==> src/hw/decoder_pkg.sv <==
// Constants shared by the instruction field decoder and its field slices.
package decoder_pkg;
  // Field limits, bit 0 being the most significant bit of the word
  localparam int INSTR_W          = 32;
  localparam int STORE_SRC_FIRST  = 6;
  localparam int STORE_SRC_LAST   = 10;
  localparam int FIRST_OP_FIRST   = 11;
  localparam int FIRST_OP_LAST    = 15;
  localparam int SECOND_SRC_FIRST = 16;
  localparam int SECOND_SRC_LAST  = 20;
  localparam int ROTATE_FIRST     = 16;
  localparam int ROTATE_LAST      = 20;
  localparam int IMM_FIRST        = 16;
  localparam int IMM_LAST         = 31;
  localparam int SPECIAL_FIRST    = 11;
  localparam int SPECIAL_LAST     = 20;
  localparam int TRAP_FIRST       = 6;
  localparam int TRAP_LAST        = 10;
  localparam int OVF_ENABLE_BIT   = 21;
  localparam int RECORD_BIT       = 31;

  // Condition flag positions, bit 0 being the leftmost flag
  localparam int CF_LT   = 0;
  localparam int CF_GT   = 1;
  localparam int CF_ZERO = 2;
  localparam int CF_SO   = 3;
  localparam int CF_FX   = 4;
  localparam int CF_FEX  = 5;
  localparam int CF_VX   = 6;
  localparam int CF_OX   = 7;

  // Values after reset
  localparam logic [7:0]  COND_FLAGS_RST = 8'h00;
  localparam logic        EXC_FLAG_RST   = 1'b0;
  localparam logic [31:0] WORD_RST       = 32'h0000_0000;
endpackage

==> src/hw/field_slice.sv <==
// Registered extraction of one field of the instruction word.
`timescale 1ns/1ns
module field_slice #(
  parameter int FIRST = 0,
  parameter int LAST  = 0,
  parameter int WIDTH = LAST - FIRST + 1
) (
  input  wire logic               i_clk,
  input  wire logic               i_rst_b,
  input  wire logic               i_load,
  input  wire logic [31:0]        i_word,
  output logic      [WIDTH-1:0]   o_field
);
  generate
    if (FIRST < 0 || LAST > 31 || FIRST > LAST || WIDTH != LAST - FIRST + 1) begin : g_bad
      $error("field_slice: field limits out of range");
    end
  endgenerate

  // Bit n of the word sits at vector index 31-n
  always_ff @(posedge i_clk or negedge i_rst_b) begin
    if (!i_rst_b) begin
      o_field <= '0;
    end else if (i_load) begin
      o_field <= i_word[31-FIRST -: WIDTH];
    end
  end
endmodule

==> src/hw/instruction_field_decoder.sv <==
// Instruction field decoder with record-flag driven condition flag and overflow-enable driven exception flag update.
// Notes on behaviour
// - Store source from bits 6-10, second source from bits 16-20.
// - Result destination register selector comes from bits 6-10.
// - Bit 31 clear keeps condition flags; set updates them from result.
// - Integer record sets flags 0-2 from result as signed value, flag 3 from summary overflow.
// - Float record loads flags 4-7 with FX, FEX, VX, OX summaries.
// - Shift or rotate count comes from bits 16-20.
// - Bits 16-31 give a sign-extended 16-bit immediate.
// - Bits 16-31 give a zero-extended 16-bit immediate.
// - Special register selector is the 10-bit field at bits 11-20.
// - Trap condition mask comes from bits 6-10.
// - Bits 11-15 select a register used as source or destination.
// - Bit 21 enables overflow and summary overflow update; clear leaves them.
`timescale 1ns/1ns
module instruction_field_decoder (
  input  wire logic        i_clk,
  input  wire logic        i_rst_b,
  input  wire logic        i_instr_valid,
  input  wire logic [31:0] i_instr,
  input  wire logic        i_int_wb,
  input  wire logic [31:0] i_int_result,
  input  wire logic        i_int_overflow,
  input  wire logic        i_fp_wb,
  input  wire logic [3:0]  i_fp_exc,
  output logic             o_decode_valid,
  output logic [4:0]       o_store_src_field,
  output logic [4:0]       o_dest_field,
  output logic [4:0]       o_first_operand_field,
  output logic [4:0]       o_second_src_field,
  output logic [4:0]       o_rotate_count_field,
  output logic [31:0]      o_signed_imm_field,
  output logic [15:0]      o_unsigned_imm_field,
  output logic [9:0]       o_special_reg_select,
  output logic [4:0]       o_trap_cond_mask_field,
  output logic             o_record_flag,
  output logic             o_overflow_enable,
  output logic [0:7]       o_cond_flags_reg,
  output logic             o_signed_range_flag,
  output logic             o_summary_overflow
);
  logic [4:0]  store_sel_q;
  logic [15:0] imm_q;
  logic        record_q;
  logic        oe_q;
  logic        valid_q;
  logic [0:7]  cond_q;
  logic        range_flag_q;
  logic        so_q;
  logic        so_d;
  logic        int_neg;
  logic        int_zero;

  // Package field limits must agree with the fixed port widths
  generate
    if (decoder_pkg::IMM_LAST - decoder_pkg::IMM_FIRST + 1 != 16 ||
        decoder_pkg::SPECIAL_LAST - decoder_pkg::SPECIAL_FIRST + 1 != 10 ||
        decoder_pkg::STORE_SRC_LAST - decoder_pkg::STORE_SRC_FIRST + 1 != 5 ||
        decoder_pkg::FIRST_OP_LAST - decoder_pkg::FIRST_OP_FIRST + 1 != 5 ||
        decoder_pkg::SECOND_SRC_LAST - decoder_pkg::SECOND_SRC_FIRST + 1 != 5 ||
        decoder_pkg::ROTATE_LAST - decoder_pkg::ROTATE_FIRST + 1 != 5 ||
        decoder_pkg::TRAP_LAST - decoder_pkg::TRAP_FIRST + 1 != 5) begin : g_bad_fields
      $error("instruction_field_decoder: field widths disagree with ports");
    end
    if (decoder_pkg::RECORD_BIT > decoder_pkg::INSTR_W - 1 ||
        decoder_pkg::OVF_ENABLE_BIT > decoder_pkg::INSTR_W - 1) begin : g_bad_bits
      $error("instruction_field_decoder: control bit outside the word");
    end
  endgenerate

  field_slice #(
    .FIRST (decoder_pkg::STORE_SRC_FIRST),
    .LAST  (decoder_pkg::STORE_SRC_LAST)
  ) u_store_src (
    .i_clk   (i_clk),
    .i_rst_b (i_rst_b),
    .i_load  (i_instr_valid),
    .i_word  (i_instr),
    .o_field (store_sel_q)
  );

  field_slice #(
    .FIRST (decoder_pkg::FIRST_OP_FIRST),
    .LAST  (decoder_pkg::FIRST_OP_LAST)
  ) u_first_op (
    .i_clk   (i_clk),
    .i_rst_b (i_rst_b),
    .i_load  (i_instr_valid),
    .i_word  (i_instr),
    .o_field (o_first_operand_field)
  );

  field_slice #(
    .FIRST (decoder_pkg::SECOND_SRC_FIRST),
    .LAST  (decoder_pkg::SECOND_SRC_LAST)
  ) u_second_src (
    .i_clk   (i_clk),
    .i_rst_b (i_rst_b),
    .i_load  (i_instr_valid),
    .i_word  (i_instr),
    .o_field (o_second_src_field)
  );

  // Same bits as the second source, kept apart so the shifter has its own copy
  field_slice #(
    .FIRST (decoder_pkg::ROTATE_FIRST),
    .LAST  (decoder_pkg::ROTATE_LAST)
  ) u_rotate (
    .i_clk   (i_clk),
    .i_rst_b (i_rst_b),
    .i_load  (i_instr_valid),
    .i_word  (i_instr),
    .o_field (o_rotate_count_field)
  );

  field_slice #(
    .FIRST (decoder_pkg::IMM_FIRST),
    .LAST  (decoder_pkg::IMM_LAST)
  ) u_imm (
    .i_clk   (i_clk),
    .i_rst_b (i_rst_b),
    .i_load  (i_instr_valid),
    .i_word  (i_instr),
    .o_field (imm_q)
  );

  field_slice #(
    .FIRST (decoder_pkg::SPECIAL_FIRST),
    .LAST  (decoder_pkg::SPECIAL_LAST)
  ) u_special (
    .i_clk   (i_clk),
    .i_rst_b (i_rst_b),
    .i_load  (i_instr_valid),
    .i_word  (i_instr),
    .o_field (o_special_reg_select)
  );

  field_slice #(
    .FIRST (decoder_pkg::TRAP_FIRST),
    .LAST  (decoder_pkg::TRAP_LAST)
  ) u_trap (
    .i_clk   (i_clk),
    .i_rst_b (i_rst_b),
    .i_load  (i_instr_valid),
    .i_word  (i_instr),
    .o_field (o_trap_cond_mask_field)
  );

  // Single control bits of the word
  always_ff @(posedge i_clk or negedge i_rst_b) begin
    if (!i_rst_b) begin
      record_q <= 1'b0;
      oe_q     <= 1'b0;
    end else if (i_instr_valid) begin
      record_q <= i_instr[31-decoder_pkg::RECORD_BIT];
      oe_q     <= i_instr[31-decoder_pkg::OVF_ENABLE_BIT];
    end
  end

  always_ff @(posedge i_clk or negedge i_rst_b) begin
    if (!i_rst_b) begin
      valid_q <= 1'b0;
    end else begin
      valid_q <= i_instr_valid;
    end
  end

  // Overflow flags of the exception register; summary overflow is sticky
  // Only reset clears it, so software sees any overflow with bit 21 set since the last reset
  assign so_d = so_q | (oe_q & i_int_wb & i_int_overflow);

  always_ff @(posedge i_clk or negedge i_rst_b) begin
    if (!i_rst_b) begin
      range_flag_q <= decoder_pkg::EXC_FLAG_RST;
      so_q         <= decoder_pkg::EXC_FLAG_RST;
    end else if (i_int_wb && oe_q) begin
      range_flag_q <= i_int_overflow;
      so_q         <= so_d;
    end
  end

  // Signed reading of the result; unsigned order is left to the zero flag
  assign int_neg  = i_int_result[31];
  assign int_zero = (i_int_result == 32'h0000_0000);

  // Condition flags; integer and float writebacks touch disjoint halves
  always_ff @(posedge i_clk or negedge i_rst_b) begin
    if (!i_rst_b) begin
      cond_q <= decoder_pkg::COND_FLAGS_RST;
    end else begin
      if (i_int_wb && record_q) begin
        cond_q[decoder_pkg::CF_LT]   <= int_neg;
        cond_q[decoder_pkg::CF_GT]   <= ~int_neg & ~int_zero;
        cond_q[decoder_pkg::CF_ZERO] <= int_zero;
        cond_q[decoder_pkg::CF_SO]   <= so_d;
      end
      if (i_fp_wb && record_q) begin
        cond_q[decoder_pkg::CF_FX]  <= i_fp_exc[3];
        cond_q[decoder_pkg::CF_FEX] <= i_fp_exc[2];
        cond_q[decoder_pkg::CF_VX]  <= i_fp_exc[1];
        cond_q[decoder_pkg::CF_OX]  <= i_fp_exc[0];
      end
    end
  end

  assign o_decode_valid       = valid_q;
  assign o_store_src_field    = store_sel_q;
  assign o_dest_field         = store_sel_q;
  assign o_signed_imm_field   = {{16{imm_q[15]}}, imm_q};
  assign o_unsigned_imm_field = imm_q;
  assign o_record_flag        = record_q;
  assign o_overflow_enable    = oe_q;
  assign o_cond_flags_reg     = cond_q;
  assign o_signed_range_flag  = range_flag_q;
  assign o_summary_overflow   = so_q;
endmodule

==> config.mk <==
export PLATFORM = sky130hd
export DESIGN_NAME = instruction_field_decoder
export DESIGN_NICKNAME = d
export VERILOG_FILES = /design/src/hw/decoder_pkg.sv /design/src/hw/field_slice.sv /design/src/hw/instruction_field_decoder.sv
export SDC_FILE = /design/constraint.sdc
export NUM_CORES = 1
export LEC_CHECK = 0
export BUFFER_PORTS_ARGS = -buffer_cell sky130_fd_sc_hd__buf_4
export CORE_ASPECT_RATIO = 1.2
export CORE_UTILIZATION = 34
export DETAILED_ROUTE_END_ITERATION = 7
export GPL_ROUTABILITY_DRIVEN = 1
export GPL_TIMING_DRIVEN = 1
export PLACE_DENSITY = 0.78
export SETUP_SLACK_MARGIN = 0.2
export SYNTH_ARGS = -nofsm -noshare
export SYNTH_HDL_FRONTEND = slang
export SYNTH_SLANG_ARGS = --single-unit
==> constraint.sdc <==
create_clock -name i_clk -period 1 [get_ports i_clk]
set_input_delay 0.15 -clock i_clk [delete_from_list [all_inputs] [get_ports i_clk]]
set_output_delay 0.15 -clock i_clk [all_outputs]
set_load 0.02 [all_outputs]
Word level (Yosys, flattened, before mapping)
Index checks and enable logic that the tools add are counted.
Widths: inputs -> output; s select.
{"block": "totals", "in_bits": 74, "reg_bits": 54, "wordCells": 22, "output_inout_bits": 101}
{"block": "op_classes", "reduce_logical": 4, "n_bitwise": 6}
{"op": "$logic_not 32->1", "n": 1}
{"op": "$and 1x1->1", "n": 3}
{"op": "$logic_and 1x1->1", "n": 3}
{"op": "$not 1->1", "n": 2}
{"op": "$or 1x1->1", "n": 1}

Logic depth before layout (Yosys ltp)
Gate-level depths: netlist of the first run.
{"block": "logic_depth", "ltp_word": 3, "ltp_mapped": 4, "mapped_depth_nobuf": 4}

Cells and area by module
A second synthesis of the first run with hierarchy kept.
{"block": "hier_totals", "cells_unflattened": 183, "hier_area_um2": 2806.4}
{"mod": "field_slice (u_first_op ...)", "seq_area_each_um2": 125.1, "area_per_inst_um2": 181.4, "cells_per_inst": 10, "instances": 5}
{"mod": "instruction_field_decoder", "seq_area_each_um2": 325.3, "area_per_inst_um2": 838.3, "cells_per_inst": 78, "instances": 1}
{"mod": "field_slice (u_imm)", "seq_area_each_um2": 400.4, "area_per_inst_um2": 649.4, "cells_per_inst": 34, "instances": 1}
{"mod": "field_slice (u_special)", "seq_area_each_um2": 250.2, "area_per_inst_um2": 411.6, "cells_per_inst": 21, "instances": 1}

Worst setup path before layout of the first run
No wires, ideal clock.
{"block": "synth_timing", "path_kind": "reg-to-output", "startpoint": "register, netlist name u_special.o_field[4]", "endpoint": "output o_second_src_field[4]", "stages_incl_launch_ff": 2, "required_ps": 850, "t_arrival_ps": 972, "slack_ps": -122, "path_buffers": 1, "path_cell_list": "dfrtp_1 > buf_4"}
{"item": "end: declaration", "line": "instruction_field_decoder.sv:30", "text": "output logic [4:0] o_second_src_field,"}

==> results.md, run 1 <==
* Post-DP HPWL at 3540 microns
* Delay-heaviest family, CP: flip-flops
* Crit Reg-Reg Startpoint: u_imm.o_field[10]$_DFFE_PN0P_
* Routed len/inst at 14.1 microns
* Tot GR Track Use at 16.0%
* Crit-path cells: buf_4
* Vias in the first global route at 1582
* Multi-input gate area at 574 sq um
* CP required at 850 ps
* Crit start category: flip-flop
* Cells after synthesis at 156
* Via count at 1556
* Antenna viol nets, final at 0
* Max-slew headroom at 77.7%
* Die Area at 5990 sq um
* Setup TNS at -5890 ps
* Logic pwr share at 41.8%
* Arrival @ worst endpoint at 1050 ps
* Minimum clock period at 1200 ps
* Mean Syn Cell Area at 12.4 sq um
* Hold Crit Class: input pin to flip-flop
* Peak supply drop at 0.000721 V
* Placement Cell Area at 2880 sq um
* Starting density of the core at 36.0%
* Syn. warnings at 0
* Gp weighted congestion at 0.767
* Layout Nets at 353
* P_leak at 1.64 nW
* Synth cell types at 11
* Finished Core Util at 63.6%
* Worst Tran Pin Value at 334 ps
* Final setup vio count at 70
* Hold Path Origin: i_int_result[31]
* Die span in x at 70.8 microns
* Synth Area in Compound Gates at 1.23%
* Share of cells above drive strength 1 at 92.5%
* Clock power share at 20.8%
* Pwr dens at 1480 nW/um^2
* Max frequency at 836 MHz
* PortBufs at 168
* Initial drt markers at 35
* Most frequent cells in the layout: buf_4 (95), buf_6 (86), mux2_2 (27)
* Total CTS buffers at 5
* RR Endpoint: o_cond_flags_reg[3]$_DFFE_PN0P_
* Core Area at 5370 sq um
* Total gr overflow at 0
* Max Cap Viol at 0
* Post-Synth Adder-Cell Area at 0%
* Largest net degree at the start of global routing at 38
* Hold Fails Final Rpt at 0
* Worst skew pair latency at 280 ps
* Max reg flops at 11
* DR pass1 iterations at 6
* Hold depth at 2
* Synth Area in XOR/XNOR at 0%
* Slew Viols, Final at 0
* Fin area at 3410 sq um
* TritonCTS clock tree: built
* R2R depth at 3
* CP peak stage delay at 570 ps
* Setup slack after layout at -197 ps
* Flop pwr share at 37.4%
* Diodes inserted at 0
* Sequential-to-total area share from yosys stat at 47.9%
* Critical path peak fanout at 22
* IO Pins at 175
* Largest family of logic cells by synthesized area: buffers and inverters
* Synth Register Bits at 37
* Endpoint, Worst Hold: o_cond_flags_reg[1]$_DFFE_PN0P_
* Critical Path Sink Type: primary output
* Failing checks: DRC, setup timing
* Synth Cell Area at 1930 sq um
* Via density at 4.55
* P&R area growth vs syn at 76.7%
* Proportion of synthesized area in mux cells at 19.2%
* R2r setup slk at -110 ps
* Clock sinks at 37
* Final wirelength at 4820 microns
* FP Rows at 29
* Clock Tree Root: clkbuf_8
* Commonest non-fill, non-tap cell in the layout: buf_4
* Status: complete, but fails checks
* Fillers at 409
* Int Pwr at 3.43 mW
* Slowest cell on crit path: dfrtp_4
* Crit. Startpoint: u_special.o_field[4]$_DFFE_PN0P_
* Htree depth at 2
* Post-place setup slack at -89.1 ps
* Buffers and inverters on the worst path at 1
* Reg area at 961 sq um
* First-pass GRT wire length at 7330 microns
* Psw at 1.63 mW
* Simple-Gate Fraction of Synth Area at 5.70%
* CTS clk-pin slew, worst paths at 70 ps
* DRC at 26
* WS Path Type: flip-flop to primary output
* Initial antenna violation count at 0
* Clock buffer depth at 2
* Final period util at 120%
* Sw frac at 32.3%
* Clock Skews at 3.75 ps
* Syn Nets at 230
* RSZ-0062 raised after global routing: yes
* DIE HEIGHT at 84.6 microns
-- final cells by class --
| class | instances | share of cell area [%] |
|---|---|---|
| tap | 62 | 2.27 |
| timing repair buffer | 183 | 50.1 |
| multi-input combinational | 52 | 16.8 |
| sequential | 37 | 28.1 |
| clock buffer | 8 | 2.64 |
-- through the flow --
step                      std cells  total power, mW  hold WS (ps)
after floorplan                 156             3.06          -146
after global placement          324             3.58           141
after detailed placement        324             3.62           142
after CTS                       339             5.07          63.5
after global routing            342             5.28          57.7
final                           342             5.06          74.7
-- per-layer routing --
layer	track usage, %	share of wire, %	vias up
li1	-	-	710
met1	15.1	30	732
met2	31.1	59	108
met3	5.04	9.6	6
met4	6.36	1.5	0
met5	0	0	-
-- repair_timing --
action | 4_1_cts | 5_1_grt
hold buffers | 1 | 0
resized for setup | 92 | 4
setup endpoints to repair | 121 | 174
pin swaps | 4 | 2
setup buffers | 6 | 3
endpoints found under the hold margin | 37 | 0
-- cell usage after synthesis --
cell type | number | area (sq um)
nand2_1 | 5 | 18.8
nor4_1 | 4 | 25.0
buf_2 | 1 | 5.00
mux2_2 | 33 | 372
nor2_1 | 1 | 3.75
nor4_2 | 4 | 50.1
nand4_1 | 2 | 12.5
buf_4 | 66 | 495
dfrtp_1 | 37 | 926
o31ai_1 | 2 | 15.0
a31o_2 | 1 | 8.76
-- power by group through the flow --
stage,Combinational [mW],Clock (mW),Sequential (mW)
final,2.11,1.05,1.89
after global routing,2.20,1.16,1.92
after CTS,2.07,1.10,1.89
after detailed placement,1.74,0,1.87
after global placement,1.73,0,1.86
after floorplan,0.996,0,2.07
-- kinds of logic (layout without fill, tap and decap cells) --
kind of cell / count (synthesis) / after routing
mux: 33 / 33
flops: 37 / 37
buf+inv: 67 / 191
compound gates: 3 / 3
simple gates: 16 / 16
-- how the worst max path moves through the flow --
stage / endpoint / slack (ps) / cells after the start
final: o_unsigned_imm_field[15] / -200 / 1
after global routing: o_signed_imm_field[22] / -230 / 1
after CTS: o_signed_imm_field[25] / -220 / 1
after detailed placement: o_cond_flags_reg[2]$_DFFE_PN0P_ / -90 / 4
after global placement: o_cond_flags_reg[2]$_DFFE_PN0P_ / -100 / 4
after floorplan: o_cond_flags_reg[3]$_DFFE_PN0P_ / -40 / 2
No activity file was read; power rests on OpenSTA's default activity.
==> run 2, diff against run 1 <==
SLEW_MARGIN = 30   (was unset)
TNS_END_PERCENT = 50   (was unset)
==> run 2 against run 1 <==
The run still ends with DRC, setup timing left. Worst setup slack improved by 0.76 ps. Sequential share of layout area increased by 0.24 points. Hold slack got worse by 5.1 ps. Register-to-register slack about the same. Final cell count decreased by 2.0%. Non-clock buffer count decreased by 7. Design area decreased by 2.0%. Count of clock-buffer cells in the layout decreased by 2. Clock power decreased by 5%. Largest cell class unchanged. Largest power group unchanged.
==> results.md, run 2 (same netlist as run 1, synthesis figures left out) <==
* Largest net degree at the start of global routing at 38 (unchanged)
* Initial drt markers at 58 (+66%)
* Layout Nets at 346 (-2.0%)
* Total gr overflow at 0 (unchanged)
* Peak supply drop at 0.000730 V (+1.2%)
* Worst Tran Pin Value at 348 ps (+14.3 ps)
* P&R area growth vs syn at 73.2%
* DRC at 24 (-7.7%)
* Arrival @ worst endpoint at 1050 ps (about the same)
* Via density at 4.67 (+2.6%)
* CP peak stage delay at 580 ps (about the same)
* Total CTS buffers at 5 (unchanged)
* Buffers and inverters on the worst path at 1 (unchanged)
* Setup slack after layout at -196 ps (+0.764 ps)
* Delay-heaviest family, CP: flip-flops
* Reg area at 950 sq um (-1.2%)
* Clock sinks at 37 (unchanged)
* Critical Path Sink Type: primary output
* Final period util at 120% (about the same)
* Pwr dens at 1470 nW/um^2 (-0.67%)
* FP Rows at 29 (unchanged)
* Logic pwr share at 41.4% (-0.4 points)
* Final wirelength at 5050 microns (+4.9%)
* R2r setup slk at -110 ps (about the same)
* Die span in x at 70.8 microns (unchanged)
* Starting density of the core at 36.0% (unchanged)
* TritonCTS clock tree: built
* Crit start category: flip-flop
* Clock buffer depth at 2 (unchanged)
* Final setup vio count at 79 (+13%)
* Critical path peak fanout at 22 (unchanged)
* Die Area at 5990 sq um (unchanged)
* Most frequent cells in the layout: buf_4 (87), buf_6 (86), mux2_2 (27)
* Slew Viols, Final at 0 (unchanged)
* Clock Tree Root: clkbuf_8
* Clock power share at 20.2% (-0.6 points)
* PortBufs at 168 (unchanged)
* Share of cells above drive strength 1 at 88.6% (-3.9 points)
* Gp weighted congestion at 0.757 (-1.3%)
* Hold Crit Class: input pin to flip-flop
* Hold Fails Final Rpt at 0 (unchanged)
* Worst skew pair latency at 280 ps (about the same)
* Inst Count DP at 324 (unchanged)
* Diodes inserted at 0 (unchanged)
* Fillers at 442 (+8.1%)
* Max-slew headroom at 76.8% (-0.95 points)
* Commonest non-fill, non-tap cell in the layout: buf_4
* IO Pins at 175 (unchanged)
* Status: complete, but fails checks
* First-pass GRT wire length at 7320 microns (about the same)
* Hold_ws at 69.6 ps (-5.13 ps)
* Multi-input gate area at 564 sq um (-1.7%)
* Vias in the first global route at 1528 (-3.4%)
* Crit-path cells: buf_4
* DIE HEIGHT at 84.6 microns (unchanged)
* RSZ-0062 raised after global routing: yes
* CTS clk-pin slew, worst paths at 70 ps (about the same)
* Slowest cell on crit path: dfrtp_4
* Layout Cells excl Fill at 335 (-2.0%)
* Max Cap Viol at 0 (unchanged)
* Htree depth at 2 (unchanged)
* Via count at 1564 (+0.51%)
* Initial antenna violation count at 0 (unchanged)
* Routed len/inst at 15.1 microns (+7.1%)
* Clock Skews at 1.08 ps (-2.67 ps)
* DR pass1 iterations at 6 (unchanged)
* CP required at 850 ps (about the same)
* Failing checks: DRC, setup timing
* Total power at 4.92 mW (-2.7%)
* Tot GR Track Use at 15.8% (-0.14 points)
* Minimum clock period at 1200 ps (-0.764 ps)
* Sw frac at 33.4% (+1.1 points)
* Int Pwr at 3.28 mW (-4.3%)
* WS Path Type: flip-flop to primary output
* Max frequency at 836 MHz (about the same)
* Psw at 1.64 mW (+0.78%)
* Max reg flops at 11 (unchanged)
* P_leak at 1.61 nW (-1.6%)
* Flop pwr share at 38.4% (+1.0 points)
* Core Area at 5370 sq um (unchanged)
* Antenna viol nets, final at 0 (unchanged)
## run 2: changes by cell type in the layout (fill, tap and decap cells not counted)
cell / previous run / this run
buf_12: 1 / 2
nand2_1: 0 / 2
buf_4: 95 / 87
nand2_4: 2 / 1
dfrtp_2: 25 / 16
nand2_2: 2 / 1
clkbuf_1: 2 / 1
clkinv_2: 0 / 2
dfrtp_1: 11 / 20
clkbuf_8: 6 / 5
## run 2: layout make-up
type | count | share of cell area [%]
Tap cell | 62 | 2.32
Clock inverter | 2 | 0.299
Multi-Input combinational cell | 52 | 16.9
Clock buffer | 6 | 2.17
Timing Repair Buffer | 176 | 50.0
Sequential cell | 37 | 28.4
## run 2: power groups by stage
stage,Combinational (mW),Sequential (mW),Clock (mW)
2_1_floorplan,0.995,2.05,0
3_3_place_gp,1.73,1.84,0
3_5_place_dp,1.75,1.86,0
4_1_cts,1.96,1.87,1.03
5_1_grt,2.12,1.92,1.10
6_report,2.04,1.89,0.996
## run 2: through the flow
stage	utilization, %	worst slack [ps]	area (sq um)	TNS [ps]
floorplan	-	-38.5	2060	-141
finish	62.3	-196	3350	-6130
global placement	53.5	-111	2870	-199
detailed placement	53.5	-133	2870	-233
CTS	60.4	-214	3240	-7350
global route	62.3	-241	3350	-9490
## run 2: worst paths after layout
| path | end | from | cells past startpoint |
|---|---|---|---|
| min | o_cond_flags_reg[1]$_DFFE_PN0P_ | i_int_result[31] | 2 |
| min in group asynchronous | o_cond_flags_reg[5]$_DFFE_PN0P_ | i_rst_b | 2 |
| max | o_signed_imm_field[20] | u_special.o_field[4]$_DFFE_PN0P_ | 1 |
| max reg2reg | o_cond_flags_reg[3]$_DFFE_PN0P_ | u_imm.o_field[10]$_DFFE_PN0P_ | 3 |
| min reg2reg | o_cond_flags_reg[1]$_DFFE_PN0P_ | o_cond_flags_reg[1]$_DFFE_PN0P_ | 2 |
| max in group asynchronous | u_special.o_field[4]$_DFFE_PN0P_ | i_rst_b | 2 |
## run 2: timing repair
item	CTS	global route
gates resized for setup	72	28
buffers inserted	2	0
pin swaps	2	1
endpoints found under the hold margin	37	0
hold buffers	1	0
endpoints found under the setup margin	118	168
## run 2: per-layer routing
layer,part of all wire (%),vias to the layer above,GRT usage [%]
met5,0,-,0
met4,1.6,0,5.64
met3,10,8,5.16
met2,58,110,31.3
met1,30,746,14.8
li1,-,700,-
